`src/ditd_consts.vh`:
```
`ifndef DITD_CONSTS_VH
`define DITD_CONSTS_VH
// Register byte addresses
`define DITD_ADDR_MODE      12'h000
`define DITD_ADDR_FUNC1     12'h004
`define DITD_ADDR_FUNC2     12'h008
`define DITD_ADDR_FUNC3     12'h00c
`define DITD_ADDR_FUNC4     12'h010
`define DITD_ADDR_FUNC5     12'h014
`define DITD_ADDR_CTRL      12'h018
`define DITD_ADDR_STATUS    12'h01c
`define DITD_ADDR_CMD       12'h020
// Ranges and reset values
`define DITD_MODE_MAX       8'h02
`define DITD_FUNC_MAX       8'h1c
`define DITD_RST_VAL        8'h00
// Wiring modes
`define DITD_MODE_TWO_A     8'h00
`define DITD_MODE_TWO_B     8'h01
`define DITD_MODE_THREE     8'h02
// Terminal function codes
`define DITD_F_NONE         8'h00
`define DITD_F_STEP0        8'h01
`define DITD_F_STEP1        8'h02
`define DITD_F_STEP2        8'h03
`define DITD_F_RAMP0        8'h05
`define DITD_F_RAMP1        8'h06
`define DITD_F_THREEWIRE    8'h07
`define DITD_F_COAST        8'h08
`define DITD_F_UP           8'h09
`define DITD_F_DOWN         8'h0a
`define DITD_F_ZERO         8'h0b
`define DITD_F_DCBRAKE      8'h0d
`define DITD_F_SEQINH       8'h0f
`define DITD_F_SEQPAUSE     8'h10
`define DITD_F_FSRC2        8'h12
`define DITD_F_EXTNO        8'h13
`define DITD_F_EXTNC        8'h14
`define DITD_F_FWD          8'h17
`define DITD_F_REV          8'h18
// Debounce: 1 us stable time at 4 ns period
`define DITD_DEB_NS         1000
`define DITD_CLK_NS         4
`define DITD_DEB_CYC        (`DITD_DEB_NS / `DITD_CLK_NS)
`define DITD_DEB_W          8
// Ctrl bits
`define DITD_CTRL_POL       0
`define DITD_CTRL_STOPM     1
`define DITD_CTRL_SEQCFG    2
`define DITD_CTRL_CLRWARN   3
`endif

```
`src/ditd_input_decoder.v`:
```
// The address map and register access over APB are this design's own decisions.
`timescale 1ns/100ps
`default_nettype none
`include "ditd_consts.vh"
module ditd_input_decoder (
	input  wire        mclk,
	input  wire        nrst,
	input  wire        psel,
	input  wire        penable,
	input  wire        pwrite,
	input  wire [11:0] paddr,
	input  wire [31:0] pwdata,
	output reg  [31:0] prdata,
	output wire        pready,
	output wire        pslverr,
	input  wire [4:0]  terminalIn,
	output reg         runCmd,
	output reg         reverseDir,
	output reg         fwdLamp,
	output reg         revLamp,
	output reg         coastStop,
	output reg         rampStop,
	output reg  [2:0]  speedStep,
	output reg  [1:0]  rampSet,
	output reg         setpointUp,
	output reg         setpointDown,
	output reg         setpointZero,
	output reg         dcBrakeEnable,
	output reg         seqRunning,
	output reg         seqPause,
	output reg         seqRestart,
	output reg         freqSource2,
	output reg         externalFaultError,
	output reg         paramConflictWarning
);

	reg  [7:0]  modeReg;
	reg  [7:0]  funcReg [0:4];
	reg  [3:0]  ctrlReg;
	reg  [4:0]  sync1Reg;
	reg  [4:0]  sync2Reg;
	reg  [4:0]  debReg;
	reg  [7:0]  debCnt [0:4];
	reg         runLevelReg;
	reg         inhLatchReg;
	reg         seqRunReg;
	wire [4:0]  act;
	wire        wrEn;
	wire        rdEn;
	integer     i;
	integer     j;

	// Terminal active level for a function code, zero when unmapped
	function anyFunc;
		input [7:0] code;
		input [4:0] lv;
		input [39:0] fn;
		integer k;
		begin
			anyFunc = 1'b0;
			for (k = 0; k < 5; k = k + 1) begin
				if (fn[k*8 +: 8] == code && lv[k])
					anyFunc = 1'b1;
			end
		end
	endfunction

	// Is the code mapped on any terminal at all
	function mapped;
		input [7:0] code;
		input [39:0] fn;
		integer k;
		begin
			mapped = 1'b0;
			for (k = 0; k < 5; k = k + 1) begin
				if (fn[k*8 +: 8] == code)
					mapped = 1'b1;
			end
		end
	endfunction

	wire [39:0] fnVec = {funcReg[4], funcReg[3], funcReg[2], funcReg[1], funcReg[0]};

	// APB: zero wait states, unmapped reads give zero and raise no error
	assign pready  = 1'b1;
	assign pslverr = 1'b0;
	assign wrEn    = psel & penable & pwrite;
	assign rdEn    = psel & ~penable & ~pwrite;

	always @(posedge mclk or negedge nrst) begin
		if (!nrst) begin
			sync1Reg <= 5'h00;
			sync2Reg <= 5'h00;
		end else begin
			sync1Reg <= terminalIn;
			sync2Reg <= sync1Reg;
		end
	end

	// Debounce: level must stay for the stable time
	always @(posedge mclk or negedge nrst) begin
		if (!nrst) begin
			debReg <= 5'h00;
			for (i = 0; i < 5; i = i + 1)
				debCnt[i] <= 8'h00;
		end else begin
			for (i = 0; i < 5; i = i + 1) begin
				if (sync2Reg[i] == debReg[i])
					debCnt[i] <= 8'h00;
				else if (debCnt[i] == `DITD_DEB_CYC - 1) begin
					debReg[i] <= sync2Reg[i];
					debCnt[i] <= 8'h00;
				end else
					debCnt[i] <= debCnt[i] + 8'h01;
			end
		end
	end

	// Polarity type: sinking inputs are inverted
	assign act = ctrlReg[`DITD_CTRL_POL] ? ~debReg : debReg;

	wire [4:0] fnMatch3w;
	genvar g;
	generate
		for (g = 0; g < 5; g = g + 1) begin : gMap
			assign fnMatch3w[g] = (funcReg[g] == `DITD_F_THREEWIRE);
		end
	endgenerate

	// Register writes with range and conflict checks
	always @(posedge mclk or negedge nrst) begin
		if (!nrst) begin
			modeReg <= `DITD_RST_VAL;
			ctrlReg <= 4'h0;
			paramConflictWarning <= 1'b0;
			for (j = 0; j < 5; j = j + 1)
				funcReg[j] <= `DITD_RST_VAL;
		end else begin
			if (wrEn && paddr == `DITD_ADDR_CTRL) begin
				ctrlReg <= {1'b0, pwdata[2:0]};
				// Clear loses to a simultaneous new conflict below
				if (pwdata[`DITD_CTRL_CLRWARN])
					paramConflictWarning <= 1'b0;
			end
			if (wrEn && paddr == `DITD_ADDR_MODE) begin
				if (pwdata[7:0] > `DITD_MODE_MAX || pwdata[31:8] != 24'h0) begin
				end else if (pwdata[7:0] == `DITD_MODE_THREE &&
						!mapped(`DITD_F_THREEWIRE, fnVec))
					paramConflictWarning <= 1'b1;
				else
					modeReg <= pwdata[7:0];
			end
			for (j = 0; j < 5; j = j + 1) begin
				if (wrEn && paddr == `DITD_ADDR_FUNC1 + 4 * j) begin
					// Function code out of range rejected
					if (pwdata[7:0] > `DITD_FUNC_MAX || pwdata[31:8] != 24'h0) begin
					end else if (modeReg == `DITD_MODE_THREE && fnMatch3w[j] &&
							pwdata[7:0] != `DITD_F_THREEWIRE &&
							(fnMatch3w & ~(5'h01 << j)) == 5'h00)
						paramConflictWarning <= 1'b1;
					else
						funcReg[j] <= pwdata[7:0];
				end
			end
		end
	end

	// Read data registered in the setup cycle
	always @(posedge mclk or negedge nrst) begin
		if (!nrst)
			prdata <= 32'h0;
		else if (rdEn) begin
			case (paddr)
			`DITD_ADDR_MODE:   prdata <= {24'h0, modeReg};
			`DITD_ADDR_FUNC1:  prdata <= {24'h0, funcReg[0]};
			`DITD_ADDR_FUNC2:  prdata <= {24'h0, funcReg[1]};
			`DITD_ADDR_FUNC3:  prdata <= {24'h0, funcReg[2]};
			`DITD_ADDR_FUNC4:  prdata <= {24'h0, funcReg[3]};
			`DITD_ADDR_FUNC5:  prdata <= {24'h0, funcReg[4]};
			`DITD_ADDR_CTRL:   prdata <= {28'h0, 1'b0, ctrlReg[2:0]};
			`DITD_ADDR_STATUS: prdata <= {26'h0, paramConflictWarning, externalFaultError,
				seqRunning, reverseDir, runCmd, 1'b0} | {27'h0, act};
			`DITD_ADDR_CMD:    prdata <= {16'h0, 1'b0, speedStep, 2'h0, rampSet,
				freqSource2, dcBrakeEnable, coastStop, rampStop, setpointZero,
				setpointDown, setpointUp, seqPause};
			default:           prdata <= 32'h0;
			endcase
		end
	end

	// Unmapped or reserved codes never match any lookup
	wire fwdIn  = anyFunc(`DITD_F_FWD, act, fnVec);
	wire revIn  = anyFunc(`DITD_F_REV, act, fnVec);
	// Stop terminal is closed-wired: open means stop
	wire stop3w = !anyFunc(`DITD_F_THREEWIRE, act, fnVec);
	wire faultIn = anyFunc(`DITD_F_EXTNO, act, fnVec) |
		(mapped(`DITD_F_EXTNC, fnVec) & ~anyFunc(`DITD_F_EXTNC, act, fnVec));
	wire coastIn = anyFunc(`DITD_F_COAST, act, fnVec);
	wire inhIn   = anyFunc(`DITD_F_SEQINH, act, fnVec);
	wire seqCfg  = ctrlReg[`DITD_CTRL_SEQCFG];

	reg  fwdPrevReg;
	reg  runNext;
	reg  revNext;

	// Run and direction decode per wiring mode
	always @* begin
		runNext = 1'b0;
		revNext = reverseDir;
		case (modeReg)
		`DITD_MODE_TWO_A: begin
			runNext = fwdIn ^ revIn;
			revNext = revIn & ~fwdIn;
		end
		`DITD_MODE_TWO_B: begin
			runNext = fwdIn;
			revNext = revIn;
		end
		`DITD_MODE_THREE: begin
			// Run latched on rising edge only
			runNext = stop3w ? 1'b0 : (runLevelReg | (fwdIn & ~fwdPrevReg));
			// Direction follows level even while running
			revNext = revIn;
		end
		default: begin
			runNext = 1'b0;
			revNext = reverseDir;
		end
		endcase
	end

	// Command outputs, all registered
	always @(posedge mclk or negedge nrst) begin
		if (!nrst) begin
			runLevelReg <= 1'b0;
			fwdPrevReg <= 1'b0;
			runCmd <= 1'b0;
			reverseDir <= 1'b0;
			fwdLamp <= 1'b0;
			revLamp <= 1'b0;
			coastStop <= 1'b0;
			rampStop <= 1'b0;
			externalFaultError <= 1'b0;
			inhLatchReg <= 1'b0;
			seqRunReg <= 1'b0;
			seqRunning <= 1'b0;
			seqRestart <= 1'b0;
		end else begin
			fwdPrevReg <= fwdIn;
			// Fault is a stop while the terminal signals it
			externalFaultError <= faultIn;
			// Inhibit while sequencer runs latches a coast stop
			// Latch holds until a fresh run edge
			if (inhIn && seqRunning)
				inhLatchReg <= 1'b1;
			else if (!inhIn && runNext && !runLevelReg)
				inhLatchReg <= 1'b0;
			runLevelReg <= runNext & ~faultIn & ~coastIn;
			runCmd <= runNext & ~faultIn & ~coastIn & ~inhLatchReg;
			reverseDir <= revNext;
			// Both lamps lit on the conflict in wiring mode 0 only; other modes light one lamp
			fwdLamp <= (modeReg == `DITD_MODE_TWO_A) ? fwdIn : (runNext & ~revNext);
			revLamp <= (modeReg == `DITD_MODE_TWO_A) ? revIn : (runNext & revNext);
			coastStop <= coastIn | inhLatchReg | (inhIn & seqRunning);
			rampStop <= ~runNext & ~ctrlReg[`DITD_CTRL_STOPM];
			// Running only with config set and inhibit off
			seqRunning <= seqCfg & ~inhIn & runNext & ~inhLatchReg;
			// Run loss stops; next run starts at stage one
			seqRunReg <= runNext;
			seqRestart <= runNext & ~seqRunReg & seqCfg;
		end
	end

	// Selections and setpoint commands
	always @(posedge mclk or negedge nrst) begin
		if (!nrst) begin
			speedStep <= 3'h0;
			rampSet <= 2'h0;
			setpointUp <= 1'b0;
			setpointDown <= 1'b0;
			setpointZero <= 1'b0;
			dcBrakeEnable <= 1'b0;
			seqPause <= 1'b0;
			freqSource2 <= 1'b0;
		end else begin
			// Index 0 means base reference and primary ramp
			speedStep <= {anyFunc(`DITD_F_STEP2, act, fnVec),
				anyFunc(`DITD_F_STEP1, act, fnVec), anyFunc(`DITD_F_STEP0, act, fnVec)};
			rampSet <= {anyFunc(`DITD_F_RAMP1, act, fnVec), anyFunc(`DITD_F_RAMP0, act, fnVec)};
			// Zero wins over up and down
			setpointZero <= anyFunc(`DITD_F_ZERO, act, fnVec);
			setpointUp <= anyFunc(`DITD_F_UP, act, fnVec) &
				~anyFunc(`DITD_F_DOWN, act, fnVec) & ~anyFunc(`DITD_F_ZERO, act, fnVec);
			setpointDown <= anyFunc(`DITD_F_DOWN, act, fnVec) &
				~anyFunc(`DITD_F_UP, act, fnVec) & ~anyFunc(`DITD_F_ZERO, act, fnVec);
			// DC brake only with ramp stop method
			dcBrakeEnable <= anyFunc(`DITD_F_DCBRAKE, act, fnVec) &
				~ctrlReg[`DITD_CTRL_STOPM];
			// Pause by level, drive holds zero without DC brake
			seqPause <= anyFunc(`DITD_F_SEQPAUSE, act, fnVec) & seqRunning;
			freqSource2 <= anyFunc(`DITD_F_FSRC2, act, fnVec);
		end
	end

endmodule // ditd_input_decoder
`default_nettype wire

```
`config.mk`:
```
export PLATFORM = sky130hd
export DESIGN_NAME = ditd_input_decoder
export DESIGN_NICKNAME = d
export VERILOG_FILES = /design/src/ditd_input_decoder.v
export VERILOG_INCLUDE_DIRS = /design/src
export SDC_FILE = /design/constraint.sdc
export NUM_CORES = 1
export LEC_CHECK = 0
export BUFFER_PORTS_ARGS = -buffer_cell sky130_fd_sc_hd__buf_2
export CAP_MARGIN = 20
export CORE_UTILIZATION = 40
export CTS_CLUSTER_DIAMETER = 100
export CTS_CLUSTER_SIZE = 14
export DETAILED_ROUTE_END_ITERATION = 12
export PLACE_DENSITY = 0.69
export SYNTH_ARGS = -nofsm -noshare
export SYNTH_HDL_FRONTEND = slang
export SYNTH_SLANG_ARGS = --single-unit
```
`constraint.sdc`:
```
create_clock -name mclk -period 3.5 [get_ports mclk]
set_input_delay 0.175 -clock mclk [delete_from_list [all_inputs] [get_ports mclk]]
set_output_delay 0.175 -clock mclk [all_outputs]
set_load 0.005 [all_outputs]
```
* After elaboration in Yosys (flattened, before gate mapping)
Index checks and enable logic that the tools add are counted. W data, S select, Z words.
Word-level totals: word-level logic and storage cells 505, flip-flop bits (word level) 163, output and inout bits 55, bits of input ports 54
Operators by class: equality and inequality tests 112, $lt $le $gt $ge 2, reduce and logical (&&, ||, !) cells 142, add/sub/neg operators 5, mux-type cells 141, bitwise gates (word level) 61
Operator list (number):
- $eq A8 B4 Y1 const B | 30
- $eq A8 B5 Y1 const B | 30
- $pmux W15 S9 | 1
- $mux W1 | 127
- $eq A8 B3 Y1 const B | 15
- $logic_and A1 B1 Y1 | 116
- $eq A8 B2 Y1 const B | 12
- $mux W8 | 10
- $eq A12 B5 Y1 const B | 4
- $eq A8 B1 Y1 const B | 6
- $add A8 B1 Y8 const B | 5
- $eq A8 B8 Y1 const B | 5
- $not A1 Y1 | 29
- $and A1 B1 Y1 | 25
- $logic_not A5 Y1 | 5
- $eq A12 B4 Y1 const B | 2
- $reduce_bool A24 Y1 | 1
- $reduce_and A3 Y1 | 6
- $eq A12 B3 Y1 const B | 1
- $eq A12 B6 Y1 const B | 1
- $logic_not A12 Y1 | 1
- $reduce_and A2 Y1 | 5
- $gt A8 B2 Y1 const B | 1
- $gt A8 B5 Y1 const B | 1
- other kinds (14) | 24

* Logic depth before layout (Yosys ltp)
Gate-level depths: netlist (run 1).
depth after elaboration 28, depth in mapped cells 12

* Worst setup path after synthesis (run 1)
No wires, ideal clock.
path kind register to register, start point register funcReg, in the netlist fnVec[29], end point register runLevelReg, cell stages (with the launch flop) 12, path buffers 0, setup time 0.120 ns, clock period less this slack 2.500 ns, slack 1.000 ns, arrival 2.380 ns, path through dfrtp_1 nor4b_1 nand2_1 o221a_2 nand2_1 inv_1 ha_1 nor2_1 a21oi_1 nor3_1 o21ai_1 and3b_1
Between the ends: cells in the longest elaborated chain, start to end 10, elaborated cells between the ends (all ways) 38
Ends and longest elaborated chain:
- start, declared | line ditd_input_decoder.v:38 | reg [7:0] funcReg [0:4];
- start signal, assigned by index | line ditd_input_decoder.v:137 | funcReg[j] <= `DITD_RST_VAL;
- start signal, assigned by index | line ditd_input_decoder.v:162 | funcReg[j] <= pwdata[7:0];
- $eq A8 B5 Y1 * | line ditd_input_decoder.v:62 | if (fn[k*8 +: 8] == code && lv[k])
- $logic_and A1 B1 Y1 * | line ditd_input_decoder.v:62
- $mux W1 * (2 in series) | line ditd_input_decoder.v:62
- net fwdIn | line ditd_input_decoder.v:192 | wire fwdIn = anyFunc(`DITD_F_FWD, act, fnVec);
- $and A1 B1 Y1 | line ditd_input_decoder.v:221 | runNext = stop3w ? 1'b0 : (runLevelReg | (fwdIn & ~fwdPrevReg));
- $or A1 B1 Y1 | line ditd_input_decoder.v:221
- $mux W1 | line ditd_input_decoder.v:221
- $pmux W1 S3 * | line ditd_input_decoder.v:210 | case (modeReg)
- $and A1 B1 Y1 * (2 in series) | line ditd_input_decoder.v:258 | runLevelReg <= runNext & ~faultIn & ~coastIn;
- end signal, assigned | line ditd_input_decoder.v:258
- end, declared | line ditd_input_decoder.v:44 | reg runLevelReg;
The timed path passes the listed nets; every way through them passes the cells marked *. A chain may end at the register's enable or synchronous reset.

* Final worst setup path (run 1)
start point register ctrlReg[0], end point register seqRunning
Between the ends: cells in the longest elaborated chain, start to end 13, elaborated cells between the ends (all ways) 50
Ends and longest elaborated chain:
- start, declared | line ditd_input_decoder.v:39 | reg [3:0] ctrlReg;
- start signal, assigned | line ditd_input_decoder.v:140 | ctrlReg <= {1'b0, pwdata[2:0]};
- $mux W5 * | line ditd_input_decoder.v:120 | assign act = ctrlReg[`DITD_CTRL_POL] ? ~debReg : debReg;
- $logic_and A1 B1 Y1 | line ditd_input_decoder.v:62
- $mux W1 (5 in series) | line ditd_input_decoder.v:62
- $and A1 B1 Y1 | line ditd_input_decoder.v:221
- $or A1 B1 Y1 | line ditd_input_decoder.v:221
- $mux W1 | line ditd_input_decoder.v:221
- $pmux W1 S3 | line ditd_input_decoder.v:210
- $and A1 B1 Y1 * (2 in series) | line ditd_input_decoder.v:267 | seqRunning <= seqCfg & ~inhIn & runNext & ~inhLatchReg;
- end signal, assigned | line ditd_input_decoder.v:267
- end, declared | line ditd_input_decoder.v:29 | output reg seqRunning,
Every way passes the cells marked *; elsewhere a longest branch is shown, timed or not.

==> results of run 1 <==
==> routing by layer <==
metal  vias to the layer above  part of all wire, %
met3                        48                  7.6
met2                       321                   46
met1                      3220                   43
met4                         0                  3.0
li1                       3073                    -
met5                         -                    0
==> cells in the final DEF, fill, tap and decap left out, drive strengths merged, types with 5 or more instances in the layout <==
cell / Yosys / layout
o22ai: 5 / 5
and4: 5 / 5
and3: 15 / 15
xnor2: 15 / 15
nor3b: 10 / 10
and2: 22 / 22
or4: 5 / 5
xor2: 25 / 25
nand4b: 5 / 5
a21oi: 19 / 19
o21ai: 14 / 14
nand2: 77 / 77
mux2: 41 / 41
inv: 15 / 19
or3: 5 / 5
nor2: 86 / 86
nand3: 50 / 50
conb: 2 / 21
dfrtp: 144 / 144
nor4: 22 / 22
ha: 11 / 11
nor2b: 20 / 20
nand4: 12 / 12
dlygate4sd3: 0 / 6
nor4b: 9 / 9
a22oi: 15 / 15
nand2b: 14 / 14
buf: 30 / 107
clkbuf: 25 / 18
a31oi: 5 / 5
nor3: 21 / 21
==> final timing paths <==
check / startpoint / end / slack, ns / cells after the start
max: ctrlReg[0] / seqRunning / 0.58 / 11
min: pwdata[4] / fnVec[4] / 0.16 / 2
max reg2reg: ctrlReg[0] / seqRunning / 0.58 / 11
min reg2reg: sync1Reg[4] / sync2Reg[4] / 0.35 / 0
max in group asynchronous: nrst / fnVec[29] / 2.39 / 3
min in group asynchronous: nrst / debCnt[26] / 0.30 / 2
==> repair_timing <==
item,4_1_cts,5_1_grt
hold buffers,6,0
gates resized for setup,0,0
hold endpoints to repair,71,0
==> power by group <==
part           internal (W)  total [W]  switching (W)
clock               0.00123    0.00196       0.000735
sequential          0.00168    0.00170      0.0000178
combinational     0.0000518   0.000153       0.000101
==> critical path, stage by stage (launching register included) <==
cell and delay, ns:
dfrtp_1 0.57, xor2_1 0.37, nand3_1 0.26, o41ai_1 0.39, nor2_1 0.12, inv_1 0.09
ha_1 0.24, nor2_1 0.10, a21oi_1 0.05, nor3_1 0.14, o21ai_1 0.16, nor4b_1 0.32
==> flip-flops by register name, indices dropped and copies added, names as in the netlist, 2 cells and up <==
signal     cells
modeReg        8
rampSet        2
ctrlReg        3
sync1Reg       5
sync2Reg       5
fnVec         40
prdata        13
speedStep      3
debReg         5
debCnt        40
==> area by class of cell <==
type / count / area [sq um]
clock buffers: 18 / 439.2
clock inverters: 14 / 205.2
fillers: 1801 / 10130
inverters: 15 / 56.30
flip-flops and latches: 144 / 3603
multi-input cells: 613 / 4033
well taps: 265 / 331.6
repair buffers: 113 / 664.4
==> per-stage QoR <==
stage	area (sq um)	hold slack (ns)	total power (W)	std cells	worst slack [ns]
after floorplan	7991	-0.1206	0.001815	827	0.9998
after detailed placement	8628	0.2145	0.001885	1144	0.6708
final	9333	0.1578	0.003817	1182	0.5831
after CTS	9333	0.1313	0.003864	1182	0.6442
after global routing	9333	0.1411	0.003957	1182	0.3006
after global placement	8628	0.2040	0.001882	1144	0.7628
==> cell families (layout without fill, tap and decap cells) <==
| logic type | after synthesis | after routing |
|---|---|---|
| AOI/OAI and AO/OA | 106 | 106 |
| xor gates and xnor gates | 40 | 40 |
| other | 2 | 21 |
| adders and majority gates | 11 | 11 |
| buffers and inverters | 70 | 160 |
| and+or+nand+nor | 391 | 391 |
| DFF | 144 | 144 |
| muxes | 44 | 44 |
==> results.sh, run 1 <==
export IMPL_status="finished clean"
export IMPL_synth_fa_ha_area_share_pct=1.738
export IMPL_synth_simple_area_share_pct=27.25
export IMPL_hpwl_um=16730
export IMPL_synth_largest_area_cell="dfrtp_1"
export IMPL_worstPathRequired_ns=3.81
export IMPL_postSynthAreaPerCell_sq_um=9.802
export IMPL_antenna_found_initial=0
export IMPL_die_area_sq_um=20370
export IMPL_worstMarginPinSlew_ns=0.7722
export IMPL_synth_compound_area_share_pct=10.03
export IMPL_antenna_cells=0
export IMPL_cp_arrival_ns=3.23
export IMPL_ys_seq_area_share_pct=45.50
export IMPL_syn2layout_area_growth_pct=17.84
export IMPL_ys_ff_latch=144
export IMPL_numCtsBuffers=17
export IMPL_synth_top_family_by_area="simple AND/OR/NAND/NOR gates"
export IMPL_grt_usage_pct=23.23
export IMPL_core_sq_um=19460
export IMPL_cp_end_kind="register"
export IMPL_post_route_period_util_pct=83.34
export IMPL_postSynth_asyncResetShare_pct=100.0
export IMPL_worstSetupStartpointType="register"
export IMPL_final_max_slew_viol_count=0
export IMPL_start_util_pct=40.69
export IMPL_rsz0062_at_grt="false"
export IMPL_path_class="reg -> reg"
export IMPL_grt_met2_usage_pct=35.76
export IMPL_drive_gt1_share_pct=21.92
export IMPL_drt_iter0_drc=580
export IMPL_htreeDepth=4
export IMPL_finalSetupViolCount=0
export IMPL_holdCritPathClass="in -> reg"
export IMPL_vias=6662
export IMPL_insertion_delay_ns=0.43
export IMPL_synth_top_area_share_pct=45.50
export IMPL_use_met1_pct=31.22
export IMPL_synth_top_flop_cell="dfrtp_1"
export IMPL_drtPass1Iterations=8
export IMPL_fin_nets=969
export IMPL_synth_warnings=0
export IMPL_grtUsageMet3_pct=4.963
export IMPL_grt_busiest_layer="met2"
export IMPL_path_max_fanout=8
export IMPL_post_cts_buffers=0
export IMPL_cts_buffer_depth=2
export IMPL_synth_top_cells_by_count="144 x dfrtp_1, 86 x nor2_1, 77 x nand2_1, 48 x nand3_1, 39 x mux2_2"
export IMPL_synth_distinct_cells=77
export IMPL_p_leak_nw=4.269
export IMPL_synthMuxAreaShare_pct=6.414
export IMPL_power_density_nw_per_um2=409.0
export IMPL_fin_tns_setup_ns=0
export IMPL_numPortBuffers=87
export IMPL_fmaxAchievable_ghz=0.3428
export IMPL_vias_per_cell=5.636
export IMPL_die_height_um=142.7
export IMPL_period_needed_ns=2.917
export IMPL_grt_overflow=0
export IMPL_synth_area_leaders="dfrtp_1 45%, mux2_2 5.5%, nor2_1 4.1%"
export IMPL_fin_util_pct=47.95
export IMPL_finalHoldViolations=0
export IMPL_syn_inst=808
export IMPL_die_x_um=142.7
export IMPL_drcViolationCount=0
export IMPL_grt_pass1_wl_um=35530
export IMPL_post_synth_top_count_cell="dfrtp_1"
export IMPL_grt_max_degree=79
export IMPL_gp_congestion=1.009
export IMPL_synth_edff_count=0
export IMPL_cap_violations=0
export IMPL_cts_sinks=144
export IMPL_ir_worst_vdd_mv=0.2323
export IMPL_ios=109
export IMPL_synth_area_sq_um=7920
export IMPL_slew_headroom_pct=48.40
export IMPL_clk_pin_slew_worst_paths_ns=0.06
export IMPL_synth_xor_area_share_pct=4.423
export IMPL_rows=51
export IMPL_cts_root_buf="clkbuf_16"
export IMPL_cts_tree="yes"
export IMPL_fin_worst_skew_ns=0.01660
export IMPL_grt_pass1_vias=6361
export IMPL_wire_per_inst_um=18.90
export IMPL_ant_nets=0
export IMPL_wirelength_um=22340
Power figures use the tool's default switching activity.
==> run 2, diff against run 1 <==
- PLACE_DENSITY: 0.69 -> 0.71
- clock period: 3.5 -> 2.5 ns (I/O delays scaled with it)
==> run 2 against run 1 <==
Effect of this change:
- via count increased by 6.7%
- utilization increased by 4.2 points
- critical path depth decreased by 3
- combinational power increased by 48%
- largest cell class unchanged
- highest routed layer is now met5
==> results.sh, run 2 (same netlist as run 1, synthesis figures left out) <==
export IMPL_pwr_share_seq_pct=45.0
export IMPL_ir_worst_vdd_mv=0.4047
export IMPL_worstSetupStartpointType="register"
export IMPL_fin_worst_skew_ns=0.01031
export IMPL_vias_per_cell=5.603
export IMPL_use_met1_pct=31.16
export IMPL_clockPowerShare_pct=50.7
export IMPL_start_util_pct=40.69
export IMPL_numCtsBuffers=17
export IMPL_rsz0062_at_grt="true"
export IMPL_period_needed_ns=2.435
export IMPL_status="finished clean"
export IMPL_drt_iter0_drc=622
export IMPL_drcViolationCount=0
export IMPL_post_route_period_util_pct=97.40
export IMPL_post_dp_cell_area_sq_um=9198
export IMPL_drtPass1Iterations=5
export IMPL_path_max_fanout=4
export IMPL_cap_violations=0
export IMPL_cts_buffer_depth=2
export IMPL_insertion_delay_ns=0.43
export IMPL_ant_nets=0
export IMPL_worstMarginPinSlew_ns=0.7501
export IMPL_dp_cells=1219
export IMPL_cp_arrival_ns=2.80
export IMPL_path_class="reg -> reg"
export IMPL_cp_endpoint="dcBrakeEnable"
export IMPL_setup_ws_ns=0.06511
export IMPL_fin_tns_setup_ns=0
export IMPL_gp_congestion=1.014
export IMPL_grt_max_degree=68
export IMPL_clk_pin_slew_worst_paths_ns=0.06
export IMPL_r2r_end="dcBrakeEnable"
export IMPL_cts_tree="yes"
export IMPL_final_max_slew_viol_count=0
export IMPL_reg2reg_from="fnVec[13]"
export IMPL_grt_overflow=0
export IMPL_layout_common_cells="143 x dfrtp_1, 104 x buf_4, 86 x buf_2"
export IMPL_combPwrFrac_pct=4.3
export IMPL_wire_per_inst_um=18.57
export IMPL_cp_end_kind="register"
export IMPL_htreeDepth=4
export IMPL_vias=7110
export IMPL_final_common_cell="dfrtp_1"
export IMPL_grt_met2_usage_pct=38.05
export IMPL_grt_pass1_wl_um=36920
export IMPL_holdCritPathClass="in -> reg"
export IMPL_fin_area_sq_um=10160
export IMPL_p_int_w=0.004038
export IMPL_reg2reg_depth=8
export IMPL_die_area_sq_um=20370
export IMPL_ios=109
export IMPL_p_leak_nw=4.730
export IMPL_fin_nets=1056
export IMPL_numPortBuffers=87
export IMPL_fillers=1782
export IMPL_hold_start="pwdata[4]"
export IMPL_switching_share_pct=23.70
export IMPL_grt_pass1_vias=6783
export IMPL_die_height_um=142.7
export IMPL_slew_headroom_pct=49.87
export IMPL_drive_gt1_share_pct=31.87
export IMPL_wirelength_um=23570
export IMPL_power_density_nw_per_um2=521.1
export IMPL_die_x_um=142.7
export IMPL_worstPathRequired_ns=2.87
export IMPL_grtUsageMet3_pct=6.237
export IMPL_fmaxAchievable_ghz=0.4107
export IMPL_finalSetupViolCount=0
export IMPL_final_cell_count_no_fill=1269
export IMPL_cts_sinks=144
export IMPL_hpwl_um=17750
export IMPL_power_switching_w=0.001254
export IMPL_ff2ff_setup_slack_ns=0.07
export IMPL_rows=51
export IMPL_grt_usage_pct=24.21
export IMPL_cts_root_buf="clkbuf_16"
export IMPL_finalHoldViolations=0
export IMPL_grt_busiest_layer="met2"
export IMPL_antenna_cells=0
export IMPL_antenna_found_initial=1
export IMPL_syn2layout_area_growth_pct=28.25
export IMPL_crit_start="fnVec[13]"
export IMPL_core_sq_um=19460
export IMPL_dp_slack_ns=-0.09095
-- run 2: changes by cell type in the layout (fill, tap and decap cells not counted), moves of 4 or more --
cell     before  now
nor4b_1       8    2
nor4b_2       1    6
nand2_2       0    4
nand2_1      77   73
buf_4        19  104
-- run 2: power groups by stage --
stage                     clock network (W)  logic (W)  registers (W)
final                               0.00268   0.000226        0.00238
after global routing                0.00283   0.000257        0.00239
after CTS                           0.00273   0.000229        0.00238
after detailed placement                  0   0.000221        0.00243
after global placement                    0   0.000217        0.00242
after floorplan                           0   0.000120        0.00242
-- run 2: final cells by class --
class | instances | area, sq um | share of cell area (%)
Clock buffer | 17 | 425.4 | 4.188
Clock inverter | 15 | 197.7 | 1.946
Inverter | 15 | 56.30 | 0.5543
Multi-Input combinational cell | 613 | 4217 | 41.51
Sequential cell | 144 | 3605 | 35.49
Tap cell | 265 | 331.6 | 3.264
Timing Repair Buffer | 200 | 1325 | 13.05
-- run 2: metal layers --
metal	routed length, um	part of all wire [%]
met1	9775	41
met2	10930	46
met3	2039	8.7
met4	813	3.4
met5	9	0.038
-- run 2: how the worst min path moves through the flow --
stage	endpoint	slack (ns)	depth (start not counted)
after floorplan	coastStop	-0.17	0
after global placement	debCnt[28]	0.06	1
after detailed placement	prdata[12]	0.07	1
after CTS	fnVec[12]	0.09	2
after global routing	fnVec[36]	0.10	2
final	fnVec[12]	0.11	2
-- run 2: critical path: stages, from the launching register on --
cell	delay (ns)
dfrtp_1	0.39
buf_4	0.14
or4_1	0.66
nand2b_2	0.30
nor3b_2	0.24
and3_1	0.18
a31oi_1	0.04
a31oi_1	0.24
buf_4	0.17
-- run 2: per-stage QoR --
step | util [%] | power (W) | hold WS [ns]
after detailed placement | 47.26 | 0.002647 | 0.06972
after floorplan | - | 0.002541 | -0.1706
after global placement | 47.26 | 0.002642 | 0.06013
after global routing | 52.19 | 0.005472 | 0.1012
after CTS | 50.88 | 0.005340 | 0.08856
final | 52.19 | 0.005293 | 0.1133
-- run 2: repair_timing --
item | CTS | global route
pin swaps | 1 | 10
gates resized for setup | 3 | 35
endpoints found under the setup margin | 6 | 22
hold buffers | 6 | 0
buffers inserted | 1 | 12
endpoints found under the hold margin | 46 | 0
